`config.mk`:
```
export PLATFORM = sky130hd
export DESIGN_NAME = astc_top
export DESIGN_NICKNAME = d
export VERILOG_FILES = /design/src/astc_pkg.sv /design/src/astc_timer.sv /design/src/astc_top.sv
export VERILOG_INCLUDE_DIRS = /design/src
export SDC_FILE = /design/constraint.sdc
export NUM_CORES = 1
export LEC_CHECK = 0
export ABC_AREA = 1
export BUFFER_PORTS_ARGS = -buffer_cell sky130_fd_sc_hd__buf_2
export CELL_PAD_IN_SITES_DETAIL_PLACEMENT = 0
export CELL_PAD_IN_SITES_GLOBAL_PLACEMENT = 2
export CORE_MARGIN = 1.5
export CORE_UTILIZATION = 33
export CTS_CLUSTER_DIAMETER = 50
export DETAILED_ROUTE_END_ITERATION = 8
export PLACE_DENSITY = 0.92
export SYNTH_ARGS = -nofsm -noshare
export SYNTH_HDL_FRONTEND = slang
export SYNTH_SLANG_ARGS = --single-unit
```
`constraint.sdc`:
```
create_clock -name clk_in -period 5.3 [get_ports clk_in]
set_input_delay 0.53 -clock clk_in [delete_from_list [all_inputs] [get_ports clk_in]]
set_output_delay 0.53 -clock clk_in [all_outputs]
set_load 0.05 [all_outputs]
```
`src/astc_defines.svh`:
```
// astc_defines.svh: offsets, field positions, reset values, timing counts
// assumes a 50 MHz clock; included by the package and by every module except astc_adc_model
`ifndef ASTC_DEFINES_SVH
`define ASTC_DEFINES_SVH

// ****************************************
// clock and conversion to cycles
// ****************************************
`define ASTC_CLK_NS 20
// least times: round up to whole cycles
`define ASTC_CYC(ns) (((ns) + `ASTC_CLK_NS - 1) / `ASTC_CLK_NS)
`define ASTC_CNT_W 16

// ****************************************
// register indices, byte address is four times the index
// ****************************************
`define ASTC_IDX_SETTLE 10'h03D
`define ASTC_IDX_CELL 10'h03E
`define ASTC_IDX_AUX 10'h03F
`define ASTC_IDX_CTRL 10'h048
`define ASTC_IDX_STAT 10'h049

// ****************************************
// field positions
// ****************************************
`define ASTC_CELL_DLY 6:4
`define ASTC_AUX_DLY 2:0
`define ASTC_SETTLE_MASK 8'h77
`define ASTC_CELL_IVL 7:4
`define ASTC_TEMP_IVL 3:0
`define ASTC_CTRL_START 0
`define ASTC_CTRL_GROUP 1
`define ASTC_CTRL_OVS 4:2

// ****************************************
// reset values
// ****************************************
`define ASTC_RST_SETTLE 8'h00
`define ASTC_RST_CELL 8'h00
`define ASTC_RST_AUX 32'h0000_0000

// ****************************************
// channels and averaging
// ****************************************
`define ASTC_CH_W 5
`define ASTC_TEMP_CH 5'h10
`define ASTC_AUX_CH0 5'h11
`define ASTC_AUX_LAST 5'h18
`define ASTC_AUX_CNT 8
`define ASTC_OVS_MAX 3'h5
`define ASTC_ACC_W 21

// ****************************************
// settling delays, microseconds
// ****************************************
`define ASTC_DLY_US_0 0
`define ASTC_DLY_US_1 2
`define ASTC_DLY_US_2 5
`define ASTC_DLY_US_3 10
`define ASTC_DLY_US_4 20
`define ASTC_DLY_US_5 50
`define ASTC_DLY_US_6 100
`define ASTC_DLY_US_7 200

// ****************************************
// sampling intervals, nanoseconds
// ****************************************
`define ASTC_IVL_NS_0 4130
`define ASTC_IVL_NS_1 5960
`define ASTC_IVL_NS_2 8020
`define ASTC_IVL_NS_3 10000
`define ASTC_IVL_NS_4 12600
`define ASTC_IVL_NS_5 14900
`define ASTC_IVL_NS_6 17400
`define ASTC_IVL_NS_7 19900
`define ASTC_IVL_NS_8 24900
`define ASTC_IVL_NS_9 30000
`define ASTC_IVL_NS_A 40100
`define ASTC_IVL_NS_B 60000
`define ASTC_IVL_NS_C 100000
`define ASTC_IVL_NS_D 200000
`define ASTC_IVL_NS_E 500000
`define ASTC_IVL_NS_F 1000000

`endif

```
`src/astc_pkg.sv`:
```
// astc_pkg: state encoding and output carriers of the sample timer
// assumes astc_defines.svh is on the include path
`include "astc_defines.svh"

package astc_pkg;

  // gray codes along the usual path
  typedef enum logic [2:0] {
    ASTC_IDLE = 3'h0,
    ASTC_SETTLE = 3'h1,
    ASTC_WAIT_IVL = 3'h3,
    ASTC_WAIT_RES = 3'h2,
    ASTC_STORE = 3'h6
  } astc_state_t;

  typedef struct packed {
    logic change;
    logic strobe;
    logic [`ASTC_CH_W-1:0] channel;
  } astc_mux_t;

  typedef struct packed {
    logic valid;
    logic [`ASTC_CH_W-1:0] channel;
    logic [15:0] data;
  } astc_result_t;

endpackage

```
`src/astc_timer.sv`:
```
// astc_timer: down counter that times settling delays and intervals
// assumes load_in is a one-cycle pulse from logic on the same clock
`timescale 1ns/1ps
`include "astc_defines.svh"

module astc_timer (
  input wire logic clk_in,
  input wire logic rst_n_in,
  input wire logic ce_in,
  input wire logic load_in,
  input wire logic [`ASTC_CNT_W-1:0] value_in,
  output logic expired_out
);

  logic [`ASTC_CNT_W-1:0] count_q;

  always_ff @(posedge clk_in) begin
    if (!rst_n_in) begin
      count_q <= '0;
    end else if (ce_in) begin
      if (load_in) begin
        count_q <= value_in;
      end else if (count_q != '0) begin
        count_q <= count_q - 16'h1;
      end
    end
  end

  // a pending load masks the stale zero of the previous run
  assign expired_out = (count_q == '0) && !load_in;

endmodule

```
`src/astc_top.sv`:
```
// astc_top: apb registers and sequencer pacing mux and converter strobes
// assumes converter results arrive on clk_in, one per sample strobe
//
// Contract
// - cell group waits a 3-bit coded delay, 0 to 200 us, after mux change; here only after the first mux change of a request
// - settling delay once per request, never again for oversamples
// - aux group waits a 3-bit coded delay with the same eight steps
// - settle register bits 7 and 3 read zero; software writes zero
// - upper cell register nibble paces every cell conversion
// - lower cell register nibble paces the die temperature channel
// - interval codes 0 to F map to 4.13 up to 1000 us
// - each aux channel has its own nibble, channel 0 on top
// - oversampled conversions are averaged and rounded to 16 bits
//
// Chosen here: the APB interface to the registers.
`timescale 1ns/1ps
`include "astc_defines.svh"

module astc_top #(
  parameter logic [15:0] DLY_6_CYC = 16'(`ASTC_CYC(`ASTC_DLY_US_6 * 1000)),
  parameter logic [15:0] DLY_7_CYC = 16'(`ASTC_CYC(`ASTC_DLY_US_7 * 1000)),
  parameter logic [15:0] IVL_C_CYC = 16'(`ASTC_CYC(`ASTC_IVL_NS_C)),
  parameter logic [15:0] IVL_D_CYC = 16'(`ASTC_CYC(`ASTC_IVL_NS_D)),
  parameter logic [15:0] IVL_E_CYC = 16'(`ASTC_CYC(`ASTC_IVL_NS_E)),
  parameter logic [15:0] IVL_F_CYC = 16'(`ASTC_CYC(`ASTC_IVL_NS_F))
) (
  input wire logic clk_in,
  input wire logic rst_n_in,
  input wire logic ce_in,
  input wire logic psel_in,
  input wire logic penable_in,
  input wire logic pwrite_in,
  input wire logic [11:0] paddr_in,
  input wire logic [31:0] pwdata_in,
  output logic [31:0] prdata_out,
  output logic pready_out,
  output logic pslverr_out,
  input wire logic res_valid_in,
  input wire logic [15:0] res_data_in,
  output astc_pkg::astc_mux_t mux_out,
  output astc_pkg::astc_result_t result_out,
  output logic busy_out
);

  // ****************************************
  // lookup tables
  // ****************************************
  // delay code to cycles
  function automatic logic [15:0] dly_cyc(input logic [2:0] code);
    case (code)
      3'h0: dly_cyc = 16'(`ASTC_CYC(`ASTC_DLY_US_0 * 1000));
      3'h1: dly_cyc = 16'(`ASTC_CYC(`ASTC_DLY_US_1 * 1000));
      3'h2: dly_cyc = 16'(`ASTC_CYC(`ASTC_DLY_US_2 * 1000));
      3'h3: dly_cyc = 16'(`ASTC_CYC(`ASTC_DLY_US_3 * 1000));
      3'h4: dly_cyc = 16'(`ASTC_CYC(`ASTC_DLY_US_4 * 1000));
      3'h5: dly_cyc = 16'(`ASTC_CYC(`ASTC_DLY_US_5 * 1000));
      3'h6: dly_cyc = DLY_6_CYC;
      default: dly_cyc = DLY_7_CYC;
    endcase
  endfunction

  function automatic logic [15:0] ivl_cyc(input logic [3:0] code);
    case (code)
      4'h0: ivl_cyc = 16'(`ASTC_CYC(`ASTC_IVL_NS_0));
      4'h1: ivl_cyc = 16'(`ASTC_CYC(`ASTC_IVL_NS_1));
      4'h2: ivl_cyc = 16'(`ASTC_CYC(`ASTC_IVL_NS_2));
      4'h3: ivl_cyc = 16'(`ASTC_CYC(`ASTC_IVL_NS_3));
      4'h4: ivl_cyc = 16'(`ASTC_CYC(`ASTC_IVL_NS_4));
      4'h5: ivl_cyc = 16'(`ASTC_CYC(`ASTC_IVL_NS_5));
      4'h6: ivl_cyc = 16'(`ASTC_CYC(`ASTC_IVL_NS_6));
      4'h7: ivl_cyc = 16'(`ASTC_CYC(`ASTC_IVL_NS_7));
      4'h8: ivl_cyc = 16'(`ASTC_CYC(`ASTC_IVL_NS_8));
      4'h9: ivl_cyc = 16'(`ASTC_CYC(`ASTC_IVL_NS_9));
      4'hA: ivl_cyc = 16'(`ASTC_CYC(`ASTC_IVL_NS_A));
      4'hB: ivl_cyc = 16'(`ASTC_CYC(`ASTC_IVL_NS_B));
      4'hC: ivl_cyc = IVL_C_CYC;
      4'hD: ivl_cyc = IVL_D_CYC;
      4'hE: ivl_cyc = IVL_E_CYC;
      default: ivl_cyc = IVL_F_CYC;
    endcase
  endfunction

  // average with round half to even
  function automatic logic [15:0] conv_round(
    input logic [`ASTC_ACC_W-1:0] sum,
    input logic [2:0] k
  );
    logic [`ASTC_ACC_W-1:0] q;
    logic [`ASTC_ACC_W-1:0] rem;
    logic [`ASTC_ACC_W-1:0] half;
    logic up;
    q = sum >> k;
    rem = sum & ((21'h1 << k) - 21'h1);
    half = (k == 3'h0) ? 21'h0 : (21'h1 << (k - 3'h1));
    up = (k != 3'h0) && ((rem > half) || ((rem == half) && q[0]));
    conv_round = q[15:0] + {15'h0, up};
  endfunction

  // ****************************************
  // registers and apb slave
  // ****************************************
  logic [7:0] settle_q;
  logic [7:0] cell_q;
  logic [31:0] aux_q;
  logic group_q;
  logic [2:0] ovs_sel_q;
  logic start_q;
  logic [31:0] prdata_q;
  logic pready_q;
  logic pslverr_q;
  logic [31:0] rd_data;
  logic hit;
  logic [9:0] idx;
  logic setup;
  logic wr;
  astc_pkg::astc_state_t state_q;
  astc_pkg::astc_mux_t mux_q;
  astc_pkg::astc_result_t res_q;
  logic busy_q;

  assign idx = paddr_in[11:2];
  assign setup = psel_in && !penable_in;
  assign wr = psel_in && penable_in && pready_q && pwrite_in;

  always_comb begin
    hit = 1'b1;
    rd_data = 32'h0;
    case (idx)
      `ASTC_IDX_SETTLE: rd_data = {24'h0, settle_q};
      `ASTC_IDX_CELL: rd_data = {24'h0, cell_q};
      `ASTC_IDX_AUX: rd_data = aux_q;
      `ASTC_IDX_CTRL: rd_data = {27'h0, ovs_sel_q, group_q, 1'b0};
      `ASTC_IDX_STAT:
        rd_data = {res_q.data, 3'h0, mux_q.channel, 7'h0, busy_q};
      default: hit = 1'b0;
    endcase
  end

  always_ff @(posedge clk_in) begin
    if (!rst_n_in) begin
      pready_q <= 1'b0;
      pslverr_q <= 1'b0;
      prdata_q <= 32'h0;
    end else if (ce_in) begin
      // answer one cycle after setup, so access never waits
      pready_q <= setup;
      pslverr_q <= setup && !hit;
      if (setup) begin
        prdata_q <= pwrite_in ? 32'h0 : rd_data;
      end
    end
  end

  always_ff @(posedge clk_in) begin
    if (!rst_n_in) begin
      // reset to the recommended no-delay setting
      settle_q <= `ASTC_RST_SETTLE;
      cell_q <= `ASTC_RST_CELL;
      aux_q <= `ASTC_RST_AUX;
      group_q <= 1'b0;
      ovs_sel_q <= 3'h0;
      start_q <= 1'b0;
    end else if (ce_in) begin
      start_q <= 1'b0;
      if (wr) begin
        case (idx)
          `ASTC_IDX_SETTLE: settle_q <= pwdata_in[7:0] & `ASTC_SETTLE_MASK;
          `ASTC_IDX_CELL: cell_q <= pwdata_in[7:0];
          `ASTC_IDX_AUX: aux_q <= pwdata_in;
          `ASTC_IDX_CTRL: begin
            group_q <= pwdata_in[`ASTC_CTRL_GROUP];
            ovs_sel_q <= pwdata_in[`ASTC_CTRL_OVS];
            // a start while busy is ignored
            start_q <= pwdata_in[`ASTC_CTRL_START] && !busy_q;
          end
          default: ;
        endcase
      end
    end
  end

  // ****************************************
  // per-channel interval selection
  // ****************************************
  logic [3:0] aux_ch_interval [`ASTC_AUX_CNT];
  genvar gi;
  generate
    for (gi = 0; gi < `ASTC_AUX_CNT; gi++) begin : g_aux
      // channel 0 in the top nibble
      assign aux_ch_interval[gi] = aux_q[31-4*gi -: 4];
    end
  endgenerate

  function automatic logic [3:0] code_of(input logic [4:0] ch);
    logic [4:0] a;
    a = ch - `ASTC_AUX_CH0;
    if (ch < `ASTC_TEMP_CH) begin
      code_of = cell_q[`ASTC_CELL_IVL];
    end else if (ch == `ASTC_TEMP_CH) begin
      code_of = cell_q[`ASTC_TEMP_IVL];
    end else begin
      code_of = aux_ch_interval[a[2:0]];
    end
  endfunction

  // ****************************************
  // sequencer
  // ****************************************
  logic tmr_load_q;
  logic [15:0] tmr_val_q;
  logic tmr_exp;
  logic [2:0] os_k_q;
  logic [4:0] os_cnt_q;
  logic [4:0] os_last;
  logic [`ASTC_ACC_W-1:0] acc_q;
  logic [4:0] nxt_ch;
  logic ch_last;

  assign os_last = 5'((6'h1 << os_k_q) - 6'h1);
  assign nxt_ch = mux_q.channel + 5'h1;
  assign ch_last = (mux_q.channel == `ASTC_TEMP_CH) ||
                   (mux_q.channel == `ASTC_AUX_LAST);

  // one clocked counter times every settling delay and interval
  astc_timer u_timer (
    .clk_in(clk_in),
    .rst_n_in(rst_n_in),
    .ce_in(ce_in),
    .load_in(tmr_load_q),
    .value_in(tmr_val_q),
    .expired_out(tmr_exp)
  );

  always_ff @(posedge clk_in) begin
    if (!rst_n_in) begin
      state_q <= astc_pkg::ASTC_IDLE;
      mux_q <= '0;
      res_q <= '0;
      busy_q <= 1'b0;
      tmr_load_q <= 1'b0;
      tmr_val_q <= 16'h0;
      os_k_q <= 3'h0;
      os_cnt_q <= 5'h0;
      acc_q <= '0;
    end else if (ce_in) begin
      tmr_load_q <= 1'b0;
      mux_q.change <= 1'b0;
      mux_q.strobe <= 1'b0;
      res_q.valid <= 1'b0;
      case (state_q)
        astc_pkg::ASTC_IDLE: begin
          if (start_q) begin
            busy_q <= 1'b1;
            mux_q.change <= 1'b1;
            mux_q.channel <= group_q ? `ASTC_AUX_CH0 : 5'h0;
            // reserved oversample codes fall back to one sample
            os_k_q <= (ovs_sel_q > `ASTC_OVS_MAX) ? 3'h0 : ovs_sel_q;
            os_cnt_q <= 5'h0;
            acc_q <= '0;
            tmr_load_q <= 1'b1;
            tmr_val_q <= group_q ? dly_cyc(settle_q[`ASTC_AUX_DLY]) :
                                   dly_cyc(settle_q[`ASTC_CELL_DLY]);
            state_q <= astc_pkg::ASTC_SETTLE;
          end
        end
        astc_pkg::ASTC_SETTLE: begin
          if (tmr_exp) begin
            tmr_load_q <= 1'b1;
            tmr_val_q <= ivl_cyc(code_of(mux_q.channel));
            state_q <= astc_pkg::ASTC_WAIT_IVL;
          end
        end
        astc_pkg::ASTC_WAIT_IVL: begin
          if (tmr_exp) begin
            mux_q.strobe <= 1'b1;
            state_q <= astc_pkg::ASTC_WAIT_RES;
          end
        end
        astc_pkg::ASTC_WAIT_RES: begin
          if (res_valid_in) begin
            acc_q <= acc_q + {5'h0, res_data_in};
            if (os_cnt_q == os_last) begin
              state_q <= astc_pkg::ASTC_STORE;
            end else begin
              // oversamples reuse the interval, no settling
              os_cnt_q <= os_cnt_q + 5'h1;
              tmr_load_q <= 1'b1;
              tmr_val_q <= ivl_cyc(code_of(mux_q.channel));
              state_q <= astc_pkg::ASTC_WAIT_IVL;
            end
          end
        end
        astc_pkg::ASTC_STORE: begin
          res_q.valid <= 1'b1;
          res_q.channel <= mux_q.channel;
          res_q.data <= conv_round(acc_q, os_k_q);
          acc_q <= '0;
          os_cnt_q <= 5'h0;
          if (ch_last) begin
            busy_q <= 1'b0;
            state_q <= astc_pkg::ASTC_IDLE;
          end else begin
            mux_q.change <= 1'b1;
            mux_q.channel <= nxt_ch;
            tmr_load_q <= 1'b1;
            tmr_val_q <= ivl_cyc(code_of(nxt_ch));
            state_q <= astc_pkg::ASTC_WAIT_IVL;
          end
        end
        default: state_q <= astc_pkg::ASTC_IDLE;
      endcase
    end
  end

  assign prdata_out = prdata_q;
  assign pready_out = pready_q;
  assign pslverr_out = pslverr_q;
  assign mux_out = mux_q;
  assign result_out = res_q;
  assign busy_out = busy_q;
endmodule

```
* Yosys cells after proc, flatten, opt, wreduce, memory -nomap -nowiden
Memory sizes are Yosys's and may differ from the RTL's. Index checks and enable logic that the tools add are counted.
Storage, ports and cells: register bits 180, ROM bits 768, input port bits 67, output and inout port bits 64, logic and storage cells 194, memories kept 3
Memories:
- (no name shown) | words 16, bits a word 16, rd ports 1, clocked after memory_dff 0, wr ports 0, line astc_top.sv:63 | case (code)
- (no name shown) | words 16, bits a word 16, rd ports 1, clocked after memory_dff 0, wr ports 0, line astc_top.sv:63
- (no name shown) | words 16, bits a word 16, rd ports 1, clocked after memory_dff 0, wr ports 0, line astc_top.sv:63
Operators by class: add/sub/neg operators 10, magnitude comparators 6, eq/ne operators 33, shift operators 4, mux-type cells 71, bitwise logic cells 3, reductions and logical operators 41
Operators with widths (number):
- case mux 14 bit (7 select lines) | 2
- case mux 32 bit (5 select lines) | 1
- 2-to-1 mux 16 bit | 8
- 2-to-1 mux 4 bit | 21
- case mux 16 bit (4 select lines) | 1
- 2-to-1 mux 21 bit | 3
- case mux 21 bit (3 select lines) | 1
- << shifter 1 x 3 -> 21 bit, first input constant | 2
- 2-to-1 mux 32 bit | 1
- == test 10 x 6 -> 1 bit, second input constant | 3
- 2-to-1 mux 5 bit | 6
- binary-select mux 4 bit (select 3 bit) | 2
- 2-to-1 mux 22 bit | 1
- adder 21 x 16 -> 21 bit | 1
- bitwise AND 21 bit | 1
- == test 21 bit | 1
- == test 3 bit, second input constant | 7
- > comparator 21 bit | 1
- right shift 21 x 3 -> 16 bit | 1
- subtractor 21 x 1 -> 21 bit, second input constant | 1
- == test 10 x 7 -> 1 bit, second input constant | 2
- == test 3 x 2 -> 1 bit, second input constant | 6
- 2-to-1 mux 3 bit | 6
- adder 16 x 1 -> 16 bit | 1
- 35 further kinds | 88

* Longest topological paths before layout
Gate-level depths: netlist of the first run. An unclocked memory read counts as a cell.
depth after elaboration 16, depth in mapped cells 29, mapped depth without buffers 27

* Modules after synthesis
From an unflattened synthesis of the first run, not the netlist that was laid out.
Unflattened totals: cells, all modules 1920, area total of the unflattened synthesis 12243.0 µm²
Modules (own cells, without submodules):
- astc_top | times used 1, cells an instance 1719, area an instance 11065.6 µm², sequential area each 3283.1 µm²
- astc_timer | times used 1, cells an instance 201, area an instance 1177.4 µm², sequential area each 320.3 µm²

* Worst setup path before layout of the first run
No wires, ideal clock.
path type register -> register, start register os_k_q[0], end register res_q, in the netlist result_out[8], arrival time 3541 ps, path slack 1643 ps, cell stages (with the launch flop) 28, path buffers 2, cells stage by stage dfxtp_1 buf_6 inv_2 buf_6 nor2_1 inv_1 nor2_1 inv_1 ha_1 xor2_1 nor2_1 ha_1 nand2_1 nor3_1 nor2_1 o21ai_0 a211oi_1 o21a_1 a21oi_1 ha_1 ha_1 inv_1 nor2_2 nand2_1 nand2_1 nand3_1 o211ai_1 inv_1
On the way: longest elaborated chain between the ends 8
Ends and longest elaborated chain:
- start, declared | line astc_top.sv:212 | logic [2:0] os_k_q;
- start signal, assigned | line astc_top.sv:257 | os_k_q <= (ovs_sel_q > `ASTC_OVS_MAX) ? 3'h0 : ovs_sel_q;
- parallel branches: the longest is 7 deep, another holds subtractor 21 x 1 -> 21 bit
- adder 16 x 1 -> 16 bit * | line astc_top.sv:96 | conv_round = q[15:0] + {15'h0, up};
- end, declared | line astc_top.sv:118 | astc_pkg::astc_result_t res_q;
Every way passes the cells marked *. A chain may end at the register's enable or synchronous reset.

* Worst setup path after layout of the first run
Same ends and word-level chain as after synthesis.

==> results of run 1 <==
-- worst max path at each step --
stage	start	to	cells after the start
floorplan	os_k_q[0]	result_out[8]	27
global placement	os_k_q[0]	result_out[12]	26
detailed placement	os_k_q[0]	result_out[8]	26
CTS	os_k_q[0]	result_out[8]	26
global route	os_k_q[0]	result_out[12]	26
finish	os_k_q[0]	result_out[8]	26
-- cell families (layout without fill, tap and decap cells) --
logic type / count (synthesis) / in the layout
other: 1 / 1
buffers and inverters: 292 / 382
adder cells (fa/ha/maj): 61 / 61
AND/OR/NAND/NOR: 818 / 818
multiplexers: 3 / 3
AO/OA/AOI/OAI: 476 / 476
XOR/XNOR: 18 / 18
flip-flops: 180 / 180
-- critical path: cells and delay by family (launching register included) --
kind                       cells  cell delay (ns)
xor gates and xnor gates       1             0.25
adders and majority gates      4             1.06
and+or+nand+nor               10             1.16
DFF                            1             0.31
buffers and inverters          6             0.78
AOI/OAI and AO/OA              5             0.65
-- synth_stat cells, types with 9 or more instances --
cell type | count | share of area (%)
o21ai_1 | 36 | 1.5
nand4_1 | 12 | 0.63
nand3_1 | 145 | 6.1
a31oi_1 | 9 | 0.47
buf_2 | 17 | 0.71
xor2_1 | 13 | 0.95
inv_1 | 188 | 5.9
nor2_1 | 134 | 4.2
o21ai_0 | 138 | 5.8
dfxtp_1 | 180 | 30
ha_1 | 60 | 6.3
nor2_2 | 11 | 0.57
o211ai_1 | 12 | 0.75
nor3_1 | 23 | 0.96
inv_2 | 22 | 0.69
a211oi_1 | 20 | 1.3
o22ai_1 | 23 | 1.2
clkbuf_1 | 49 | 1.5
nand2_1 | 447 | 14
a21oi_1 | 203 | 8.5
-- final cells by class --
| type | count | area share (%) |
|---|---|---|
| clock buffer | 17 | 3.15 |
| clock inverter | 15 | 1.46 |
| inverter | 211 | 5.87 |
| multi-input combinational | 1377 | 53.2 |
| sequential | 180 | 26.7 |
| tap | 461 | 4.27 |
| timing repair buffer | 139 | 5.36 |
-- layer usage --
layer | GRT usage (%) | vias up | wire length [um]
met5 | 0 | - | 0
met4 | 7.41 | 0 | 1010
met3 | 2.25 | 46 | 1530
met2 | 32.9 | 289 | 17700
met1 | 29.6 | 5646 | 19400
li1 | - | 6313 | -
-- power groups by stage --
| stage | combinational [uW] | sequential, uW | clock [uW] |
|---|---|---|---|
| 2_1_floorplan | 316 | 1460 | 0 |
| 3_3_place_gp | 415 | 1470 | 0 |
| 3_5_place_dp | 422 | 1470 | 0 |
| 4_1_cts | 425 | 1440 | 1420 |
| 5_1_grt | 489 | 1450 | 1480 |
| 6_report | 424 | 1440 | 1390 |
-- stage by stage --
step | hold slack (ns) | worst slack [ns] | instance area, um^2
after floorplan | 0.449 | 1.64 | 12000
after global placement | 0.451 | 1.03 | 12900
after detailed placement | 0.458 | 1.01 | 12900
after CTS | 0.318 | 0.997 | 13500
after global routing | 0.358 | 0.451 | 13500
final | 0.329 | 1.00 | 13500
-- state kept, by name, summed over array words and instances (netlist names), 5 cells and up --
register         count
result_out          22
mux_out              7
tmr_val_q           16
aux_ch_interval     32
prdata_out          32
u_timer.count_q     16
settle_q             6
acc_q               21
cell_q               8
os_cnt_q             5
==> flow_metrics.tcl, run 1 <==
set metrics [dict create \
    grt_use_total_pct 20.9 \
    insertedDiodeCount 0 \
    worstHoldPathType "primary input to flip-flop" \
    cts_num_sinks 180 \
    avgRoutedWirePerCell_um 16.5 \
    cts_hold_buffers 0 \
    async_flop_share_pct 0 \
    r2r_slack_ns 1.00 \
    area_growth_from_synthesis_to_final_layout_pct 12.8 \
    max_slew_margin_pct 32.7 \
    yosysSeqAreaShare_pct 30.1 \
    cp-start-kind "flip-flop" \
    finalMaxSlewViolations 0 \
    total_leakage_power_uw 0.00566 \
    max-cap-violations 0 \
    cts_made_buffers 17 \
    io_pins 131 \
    internal_power_uw 2260 \
    antenna_violations_before_repair 0 \
    clock_tree.buffer_depth 2 \
    worstHoldEndpoint "aux_ch_interval[15]" \
    detailedRoute.firstIterationViolations 941 \
    cts-htree-levels 4 \
    post-route-util_pct 37.9 \
    grt_pass1_vias 11400 \
    synth.distinct_cells 57 \
    starting_density_pct 33.6 \
    cts.root.buffer_cell "clkbuf_16" \
    timing.rr.start "os_k_q[0]" \
    finalCriticalPeriod_ns 4.30 \
    mappedNetlistArea_um2 12000 \
    drc 13 \
    dominant_combinational_cell_family_by_area_after_synthesis "simple AND/OR/NAND/NOR gates" \
    io_buffer_count 128 \
    worst_skew_pair.late_latency_ns 0.45 \
    regToRegEndpoint "result_out[8]" \
    hold_violations 0 \
    yosys_most_used_dff "dfxtp_1" \
    yosys-mux-area-fraction_pct 0.282 \
    worst_path_largest_cell_delay_ns 0.31 \
    post_drt_via_cell_ratio 5.12 \
    ant_nets 0 \
    cts_post_setup_buffers_inserted 0 \
    synth_compound_area_share_pct 22.2 \
    hold_depth 3 \
    vias 12300 \
    tritoncts "done" \
    timing.hold.worst.start "pwdata_in[15]" \
    die_h_um 193 \
    final_routed_wirelength_mm 39.7 \
    most-common-layout-cells "nand2_1 (447), a21oi_1 (203), inv_1 (188)" \
    ff_latch_area_um2 3600 \
    multi_input_area_um2 7180 \
    cp_data_required_time_ns 5.64 \
    power.share.sequential_pct 44.3 \
    post_synth_xor_area_fraction_pct 1.32 \
    finalSetupViolCount 0 \
    ys_seq_elements 180 \
    fp-row-count 69 \
    timing_worst_slew_pin_value_ns 1.01 \
    adder_and_majority_gate_portion_of_the_synthesized_area_pct 6.44 \
    achievable-frequency_ghz 0.233 \
    min_period_over_period_pct 81.1 \
    comb_power_share_pct 13.1 \
    share_clk_of_total_power_pct 42.6 \
    synth_edf_count 0 \
    final_layout_size_suffix_gt1_share_pct 12.3 \
    element_type_at_the_critical_path_end "flip-flop" \
    synthCells 1849 \
    grt_start_max_net_pins 77 \
    timing.critical_path.slowest_stage_cell "dfxtp_1" \
    switching_share_of_power_pct 30.4 \
    fin_cells 2400 \
    mappedNetlistNets 1977 \
    die_area_um2 37400 \
    setup_repair_after_global_routing_missed_its_margin "false" \
    max-vdd-ir-drop_uv 167 \
    worst-endpoint-arrival_ns 4.64 \
    power_per_cell_area_nw_per_um2 241 \
    crit_fanout 28 \
    floorplan.core_area_um2 35700 \
    clkSlewWorstSetupHoldPaths_ns 0.08 \
    dr.pass1.iters 7 \
    nNetsFinal 2054 \
    grt-ovfl-total 0 \
    power_total_uw 3250 \
    numPlacedInstances 2368 \
    clock_skew_ns 0.0129 \
    mostFrequentLayoutCell "nand2_1" \
    post_cts_resized 0 \
    wire_length_of_the_first_global_routing_pass_mm 62.8 \
    final.fill_count 3920 \
    violations "DRC" \
    synth.yosys.warnings 0 \
    synth.avg_cell_area_um2 6.48 \
    setup_tns_ns 0 \
    criticalPathCategory "flip-flop to flip-flop" \
    finalWeightedCongestion 0.872 \
    detailed_place_hpwl_mm 29.6 \
    status "complete, but fails checks" \
    post_synth_and_or_nand_nor_area_fraction_pct 29.8 \
    p_sw_uw 988 \
    timing.reg2reg.worst_path_depth 26 \
    die_w_um 193 \
]
Power figures use the tool's default switching activity.
==> inputs of run 2 (changes only) <==
--- a/config.mk
+++ b/config.mk
@@ -11,10 +11,10 @@
 export CELL_PAD_IN_SITES_DETAIL_PLACEMENT = 0
 export CELL_PAD_IN_SITES_GLOBAL_PLACEMENT = 2
 export CORE_MARGIN = 1.5
-export CORE_UTILIZATION = 33
+export CORE_UTILIZATION = 29
 export CTS_CLUSTER_DIAMETER = 50
 export DETAILED_ROUTE_END_ITERATION = 8
-export PLACE_DENSITY = 0.92
+export PLACE_DENSITY = 0.86
 export SYNTH_ARGS = -nofsm -noshare
 export SYNTH_HDL_FRONTEND = slang
 export SYNTH_SLANG_ARGS = --single-unit
==> constraint.sdc (replaced) <==
create_clock -name clk_in -period 3.8 [get_ports clk_in]
set_input_delay 0.38 -clock clk_in [delete_from_list [all_inputs] [get_ports clk_in]]
set_output_delay 0.38 -clock clk_in [all_outputs]
set_load 0.05 [all_outputs]
==> flow_metrics.tcl, run 2 (synthesized netlist as in run 1, its figures left out) <==
set metrics [dict create \
    cts_hold_buffers 0 \
    vias 12400 \
    avgRoutedWirePerCell_um 16.2 \
    detailed_place_hpwl_mm 30.9 \
    grt_pass1_vias 11300 \
    cts_made_buffers 17 \
    timing.reg2reg.worst_path_depth 23 \
    area_growth_from_synthesis_to_final_layout_pct 14.3 \
    cp_data_required_time_ns 4.14 \
    cp-start-kind "flip-flop" \
    grt-ovfl-total 0 \
    clock_skew_ns 0.0126 \
    setup_tns_ns 0 \
    dr.pass1.iters 5 \
    ant_nets 0 \
    die_w_um 206 \
    finalSetupViolCount 0 \
    starting_density_pct 29.3 \
    max-cap-violations 0 \
    worstHoldPathType "primary input to flip-flop" \
    min_period_over_period_pct 89.5 \
    hold_violations 0 \
    floorplan.core_area_um2 40800 \
    drt_met1_wl_mm 19.9 \
    most-common-layout-cells "nand2_1 (447), a21oi_1 (202), inv_1 (188)" \
    numPlacedInstances 2458 \
    post_cts_resized 0 \
    regToRegEndpoint "result_out[8]" \
    criticalPathCategory "flip-flop to flip-flop" \
    worst_skew_pair.late_latency_ns 0.44 \
    cts_num_sinks 180 \
    setup_repair_after_global_routing_missed_its_margin "false" \
    r2r_slack_ns 0.40 \
    io_buffer_count 128 \
    detailedRoute.firstIterationViolations 996 \
    top_signal_layer_used "met4" \
    grt_use_total_pct 18.9 \
    finalMaxSlewViolations 0 \
    nNetsFinal 2073 \
    wl_met3_mm 1.71 \
    wire_length_of_the_first_global_routing_pass_mm 62.6 \
    cts.root.buffer_cell "clkbuf_16" \
    crit_fanout 19 \
    power_per_cell_area_nw_per_um2 315 \
    clkSlewWorstSetupHoldPaths_ns 0.08 \
    fin_cells 2492 \
    final_routed_wirelength_mm 40.3 \
    cp-startpoint "os_k_q[1]" \
    grt_start_max_net_pins 77 \
    met2WireLength_mm 17.8 \
    element_type_at_the_critical_path_end "flip-flop" \
    cts_post_setup_buffers_inserted 0 \
    max_slew_margin_pct 39.2 \
    final_layout_size_suffix_gt1_share_pct 13.3 \
    io_pins 131 \
    cts-htree-levels 4 \
    finalCriticalPeriod_ns 3.40 \
    die_h_um 206 \
    timing_worst_slew_pin_value_ns 0.910 \
    mostFrequentLayoutCell "nand2_1" \
    tritoncts "done" \
    status "completed" \
    die_area_um2 42500 \
    fp-row-count 74 \
    finalWeightedCongestion 0.828 \
    total_leakage_power_uw 0.00571 \
    achievable-frequency_ghz 0.294 \
    antenna_violations_before_repair 1 \
    worst-endpoint-arrival_ns 3.74 \
    hold_depth 3 \
    worstSetupEndpoint "result_out[8]" \
    drc 0 \
    timing.rr.start "os_k_q[1]" \
    max-vdd-ir-drop_uv 305 \
    post_drt_via_cell_ratio 4.96 \
    clock_tree.buffer_depth 2 \
]
==> run 2: changes by cell type in the layout (fill, tap and decap cells not counted), moves of 2 or more <==
cell        before  now
clkbuf_1         0    3
clkinv_8         3    0
ha_2             0    2
o21ai_0        138  136
bufinv_16        2    0
clkinvlp_4       2    4
o21ai_1         36   38
diode_2          0    2
nor2_1         134  132
inv_8            3    1
ha_1            60   58
buf_4           11   29
==> run 2: worst min-delay path by stage <==
stage                                     end      startpoint  slack (ns)
after global placement         prdata_out[13]  prdata_out[13]        0.45
after CTS                 aux_ch_interval[15]   pwdata_in[15]        0.18
after detailed placement       prdata_out[17]  prdata_out[17]        0.45
after global routing      aux_ch_interval[15]   pwdata_in[15]        0.19
after floorplan            u_timer.count_q[2]    tmr_val_q[2]        0.45
final                     aux_ch_interval[15]   pwdata_in[15]        0.19
==> run 2: routing by layer <==
metal | track usage (%) | vias to the layer above
li1 | - | 6352
met1 | 26.2 | 5681
met2 | 30.2 | 280
met3 | 2.52 | 39
met4 | 5.80 | 0
met5 | 0 | -
==> run 2: critical path: stages, from the launching register on <==
cell	delay (ns)
dfxtp_1	0.33
buf_6	0.17
nor2_4	0.14
nand2_1	0.10
ha_2	0.23
xor2_1	0.20
nor2_1	0.06
ha_1	0.29
nand2_1	0.08
nor3_1	0.18
nor2_1	0.07
o21ai_1	0.12
a211oi_1	0.08
o21a_1	0.19
a21oi_2	0.11
ha_2	0.20
ha_1	0.17
inv_1	0.10
nor2_4	0.14
nand2_1	0.07
nand2_1	0.06
nand3_1	0.06
o211ai_1	0.09
inv_1	0.05
==> run 2: power breakdown <==
group          switching (uW)  internal, uW
combinational             401           209
sequential               54.6          1950
clock                     841           850
==> run 2: final cells by class <==
cell class                      count  area [um^2]
Antenna cell                        2         5.00
Clock buffer                       20          437
Clock inverter                     12         98.8
Fill cell                        4518        27100
Inverter                          211          793
Multi-Input combinational cell   1377         7210
Sequential cell                   180         3600
Tap cell                          532          666
Timing Repair Buffer              158          870
==> run 2: stage by stage <==
stage / util (%) / power (uW) / instance area (um^2) / hold slack (ns) / setup WS (ns)
floorplan: - / 2480 / 12000 / 0.449 / 0.143
global placement: 32.1 / 2650 / 13100 / 0.452 / 0.228
detailed placement: 32.1 / 2660 / 13100 / 0.452 / 0.120
CTS: 33.4 / 4350 / 13600 / 0.175 / 0.111
global route: 33.5 / 4520 / 13700 / 0.189 / 0.0151
finish: 33.5 / 4310 / 13700 / 0.194 / 0.398
==> inputs of run 3 (changes only) <==
--- a/config.mk
+++ b/config.mk
@@ -11,10 +11,10 @@
 export CELL_PAD_IN_SITES_DETAIL_PLACEMENT = 0
 export CELL_PAD_IN_SITES_GLOBAL_PLACEMENT = 2
 export CORE_MARGIN = 1.5
-export CORE_UTILIZATION = 29
+export CORE_UTILIZATION = 35
 export CTS_CLUSTER_DIAMETER = 50
 export DETAILED_ROUTE_END_ITERATION = 8
-export PLACE_DENSITY = 0.86
+export PLACE_DENSITY_LB_ADDON = 0.1
 export SYNTH_ARGS = -nofsm -noshare
 export SYNTH_HDL_FRONTEND = slang
 export SYNTH_SLANG_ARGS = --single-unit
==> constraint.sdc (replaced) <==
create_clock -name clk_in -period 4.15 [get_ports clk_in]
set_input_delay 0.415 -clock clk_in [delete_from_list [all_inputs] [get_ports clk_in]]
set_output_delay 0.415 -clock clk_in [all_outputs]
set_load 0.05 [all_outputs]
==> flow_metrics.tcl, run 3 (synthesized netlist as in run 1, its figures left out) <==
set metrics [dict create \
    insertedDiodeCount 0 \
    p_sw_uw 1180 \
    max_slew_margin_pct 35.5 \
    criticalPathCategory "flip-flop to flip-flop" \
    final_layout_size_suffix_gt1_share_pct 12.7 \
    most-common-layout-cells "nand2_1 (447), a21oi_1 (203), inv_1 (188)" \
    timing_worst_slew_pin_value_ns 0.966 \
    die_h_um 188 \
    post_route_setup_slack_ns 0.487 \
    cts.root.buffer_cell "clkbuf_16" \
    post_drt_via_cell_ratio 5.07 \
    smallest_hold_slack_ns 0.230 \
    drt_met1_wl_mm 20.2 \
    clkSlewWorstSetupHoldPaths_ns 0.07 \
    post-route-util_pct 40.2 \
    hold_depth 3 \
    cts_hold_buffers 0 \
    worst_skew_pair.late_latency_ns 0.45 \
    hold_violations 0 \
    cts_made_buffers 17 \
    power.share.sequential_pct 45.5 \
    avgRoutedWirePerCell_um 16.9 \
    worst-endpoint-arrival_ns 4.01 \
    finalSetupViolCount 0 \
    status "completed" \
    tritoncts "done" \
    worstHoldPathType "primary input to flip-flop" \
    mostFrequentLayoutCell "nand2_1" \
    grt_start_max_net_pins 77 \
    detailed_place_hpwl_mm 30.7 \
    power_per_cell_area_nw_per_um2 299 \
    wl_met3_mm 1.57 \
    grt_use_total_pct 23.0 \
    dpl_worst_slack_ns 0.240 \
    finalWeightedCongestion 0.875 \
    final_routed_wirelength_mm 40.5 \
    setup_tns_ns 0 \
    grt-ovfl-total 0 \
    grt_pass1_vias 11300 \
    timing.reg2reg.worst_path_depth 27 \
    achievable-frequency_ghz 0.273 \
    internal_power_uw 2870 \
    share_clk_of_total_power_pct 41.0 \
    fin_cells 2392 \
    numPlacedInstances 2360 \
    starting_density_pct 35.6 \
    cts-htree-levels 4 \
    fp-row-count 67 \
    dr.pass1.iters 6 \
    finalMaxSlewViolations 0 \
    setup_repair_after_global_routing_missed_its_margin "false" \
    drc 0 \
    total_leakage_power_uw 0.00566 \
    crit_fanout 5 \
    die_w_um 188 \
    die_area_um2 35300 \
    floorplan.core_area_um2 33600 \
    ant_nets 0 \
    detailedRoute.firstIterationViolations 774 \
    comb_power_share_pct 13.5 \
    timing.hold.worst.start "pwdata_in[15]" \
    clock_skew_ns 0.0143 \
    cts_num_sinks 180 \
    wire_length_of_the_first_global_routing_pass_mm 64.4 \
    cp-startpoint "os_k_q[0]" \
    switching_share_of_power_pct 29.1 \
    min_period_over_period_pct 88.3 \
    timing.rr.start "os_k_q[0]" \
    nNetsFinal 2059 \
    vias 12100 \
    cp_data_required_time_ns 4.50 \
    finalCriticalPeriod_ns 3.66 \
    max-cap-violations 0 \
    top_signal_layer_used "met4" \
    r2r_slack_ns 0.49 \
    cp-start-kind "flip-flop" \
    antenna_violations_before_repair 0 \
    clock_tree.buffer_depth 2 \
    element_type_at_the_critical_path_end "flip-flop" \
    max-vdd-ir-drop_uv 315 \
    area_growth_from_synthesis_to_final_layout_pct 12.8 \
    io_buffer_count 128 \
    met2WireLength_mm 18.0 \
    io_pins 131 \
]
-- run 3: cell types whose count changed in the layout (fill, tap and decap cells not counted), sizes merged --
cell,before,now
buf,158,144
diode,2,0
inv,213,214
clkinvlp,4,2
bufinv,0,2
clkbuf,20,19
-- run 3: what timing repair did --
item	in CTS	in global routing
gates resized for setup	0	7
buffers inserted	0	0
setup endpoints to repair	0	5
-- run 3: metal layers --
metal,up-vias,GRT usage (%)
met5,-,0
li1,6325,-
met2,277,36.0
met3,37,3.09
met1,5496,33.1
met4,0,6.28
-- run 3: final timing paths --
| path | to |
|---|---|
| min | aux_ch_interval[15] |
| max reg2reg | result_out[8] |
| max | result_out[8] |
| min reg2reg | prdata_out[8] |
-- run 3: critical path: stages (launching register included) --
cell,delay (ns)
dfxtp_2,0.38
inv_2,0.05
nor2_2,0.11
inv_1,0.08
nor2_2,0.11
inv_1,0.05
ha_1,0.25
nand2_1,0.09
nand2_1,0.06
o21ai_2,0.08
nor2_1,0.07
ha_1,0.29
nand2_1,0.08
o21ai_0,0.17
nor2_1,0.05
o21ai_0,0.14
a211oi_1,0.09
o21a_1,0.20
a21oi_1,0.15
ha_2,0.24
ha_2,0.22
inv_1,0.10
nor2_4,0.17
nand2_1,0.07
nand2_1,0.06
nand3_1,0.06
o211ai_1,0.09
inv_1,0.05
-- run 3: cell type report --
| cell class | instances | area [um^2] |
|---|---|---|
| clock buffer | 19 | 433 |
| inverter | 211 | 793 |
| fill | 3685 | 20100 |
| multi-input combinational | 1377 | 7210 |
| tap | 448 | 561 |
| sequential | 180 | 3600 |
| timing repair buffer | 144 | 761 |
| clock inverter | 13 | 146 |
-- run 3: power by group through the flow --
| stage | clock network (uW) | registers (uW) | logic, uW |
|---|---|---|---|
| after detailed placement | 0 | 1880 | 546 |
| after global routing | 1790 | 1850 | 632 |
| final | 1660 | 1840 | 545 |
| after global placement | 0 | 1880 | 548 |
| after CTS | 1710 | 1840 | 550 |
| after floorplan | 0 | 1860 | 404 |
-- run 3: per-stage QoR --
stage	total power [uW]	instance area, um^2
3_5_place_dp	2420	12900
3_3_place_gp	2420	12900
5_1_grt	4270	13500
4_1_cts	4100	13500
6_report	4040	13500
2_1_floorplan	2270	12000
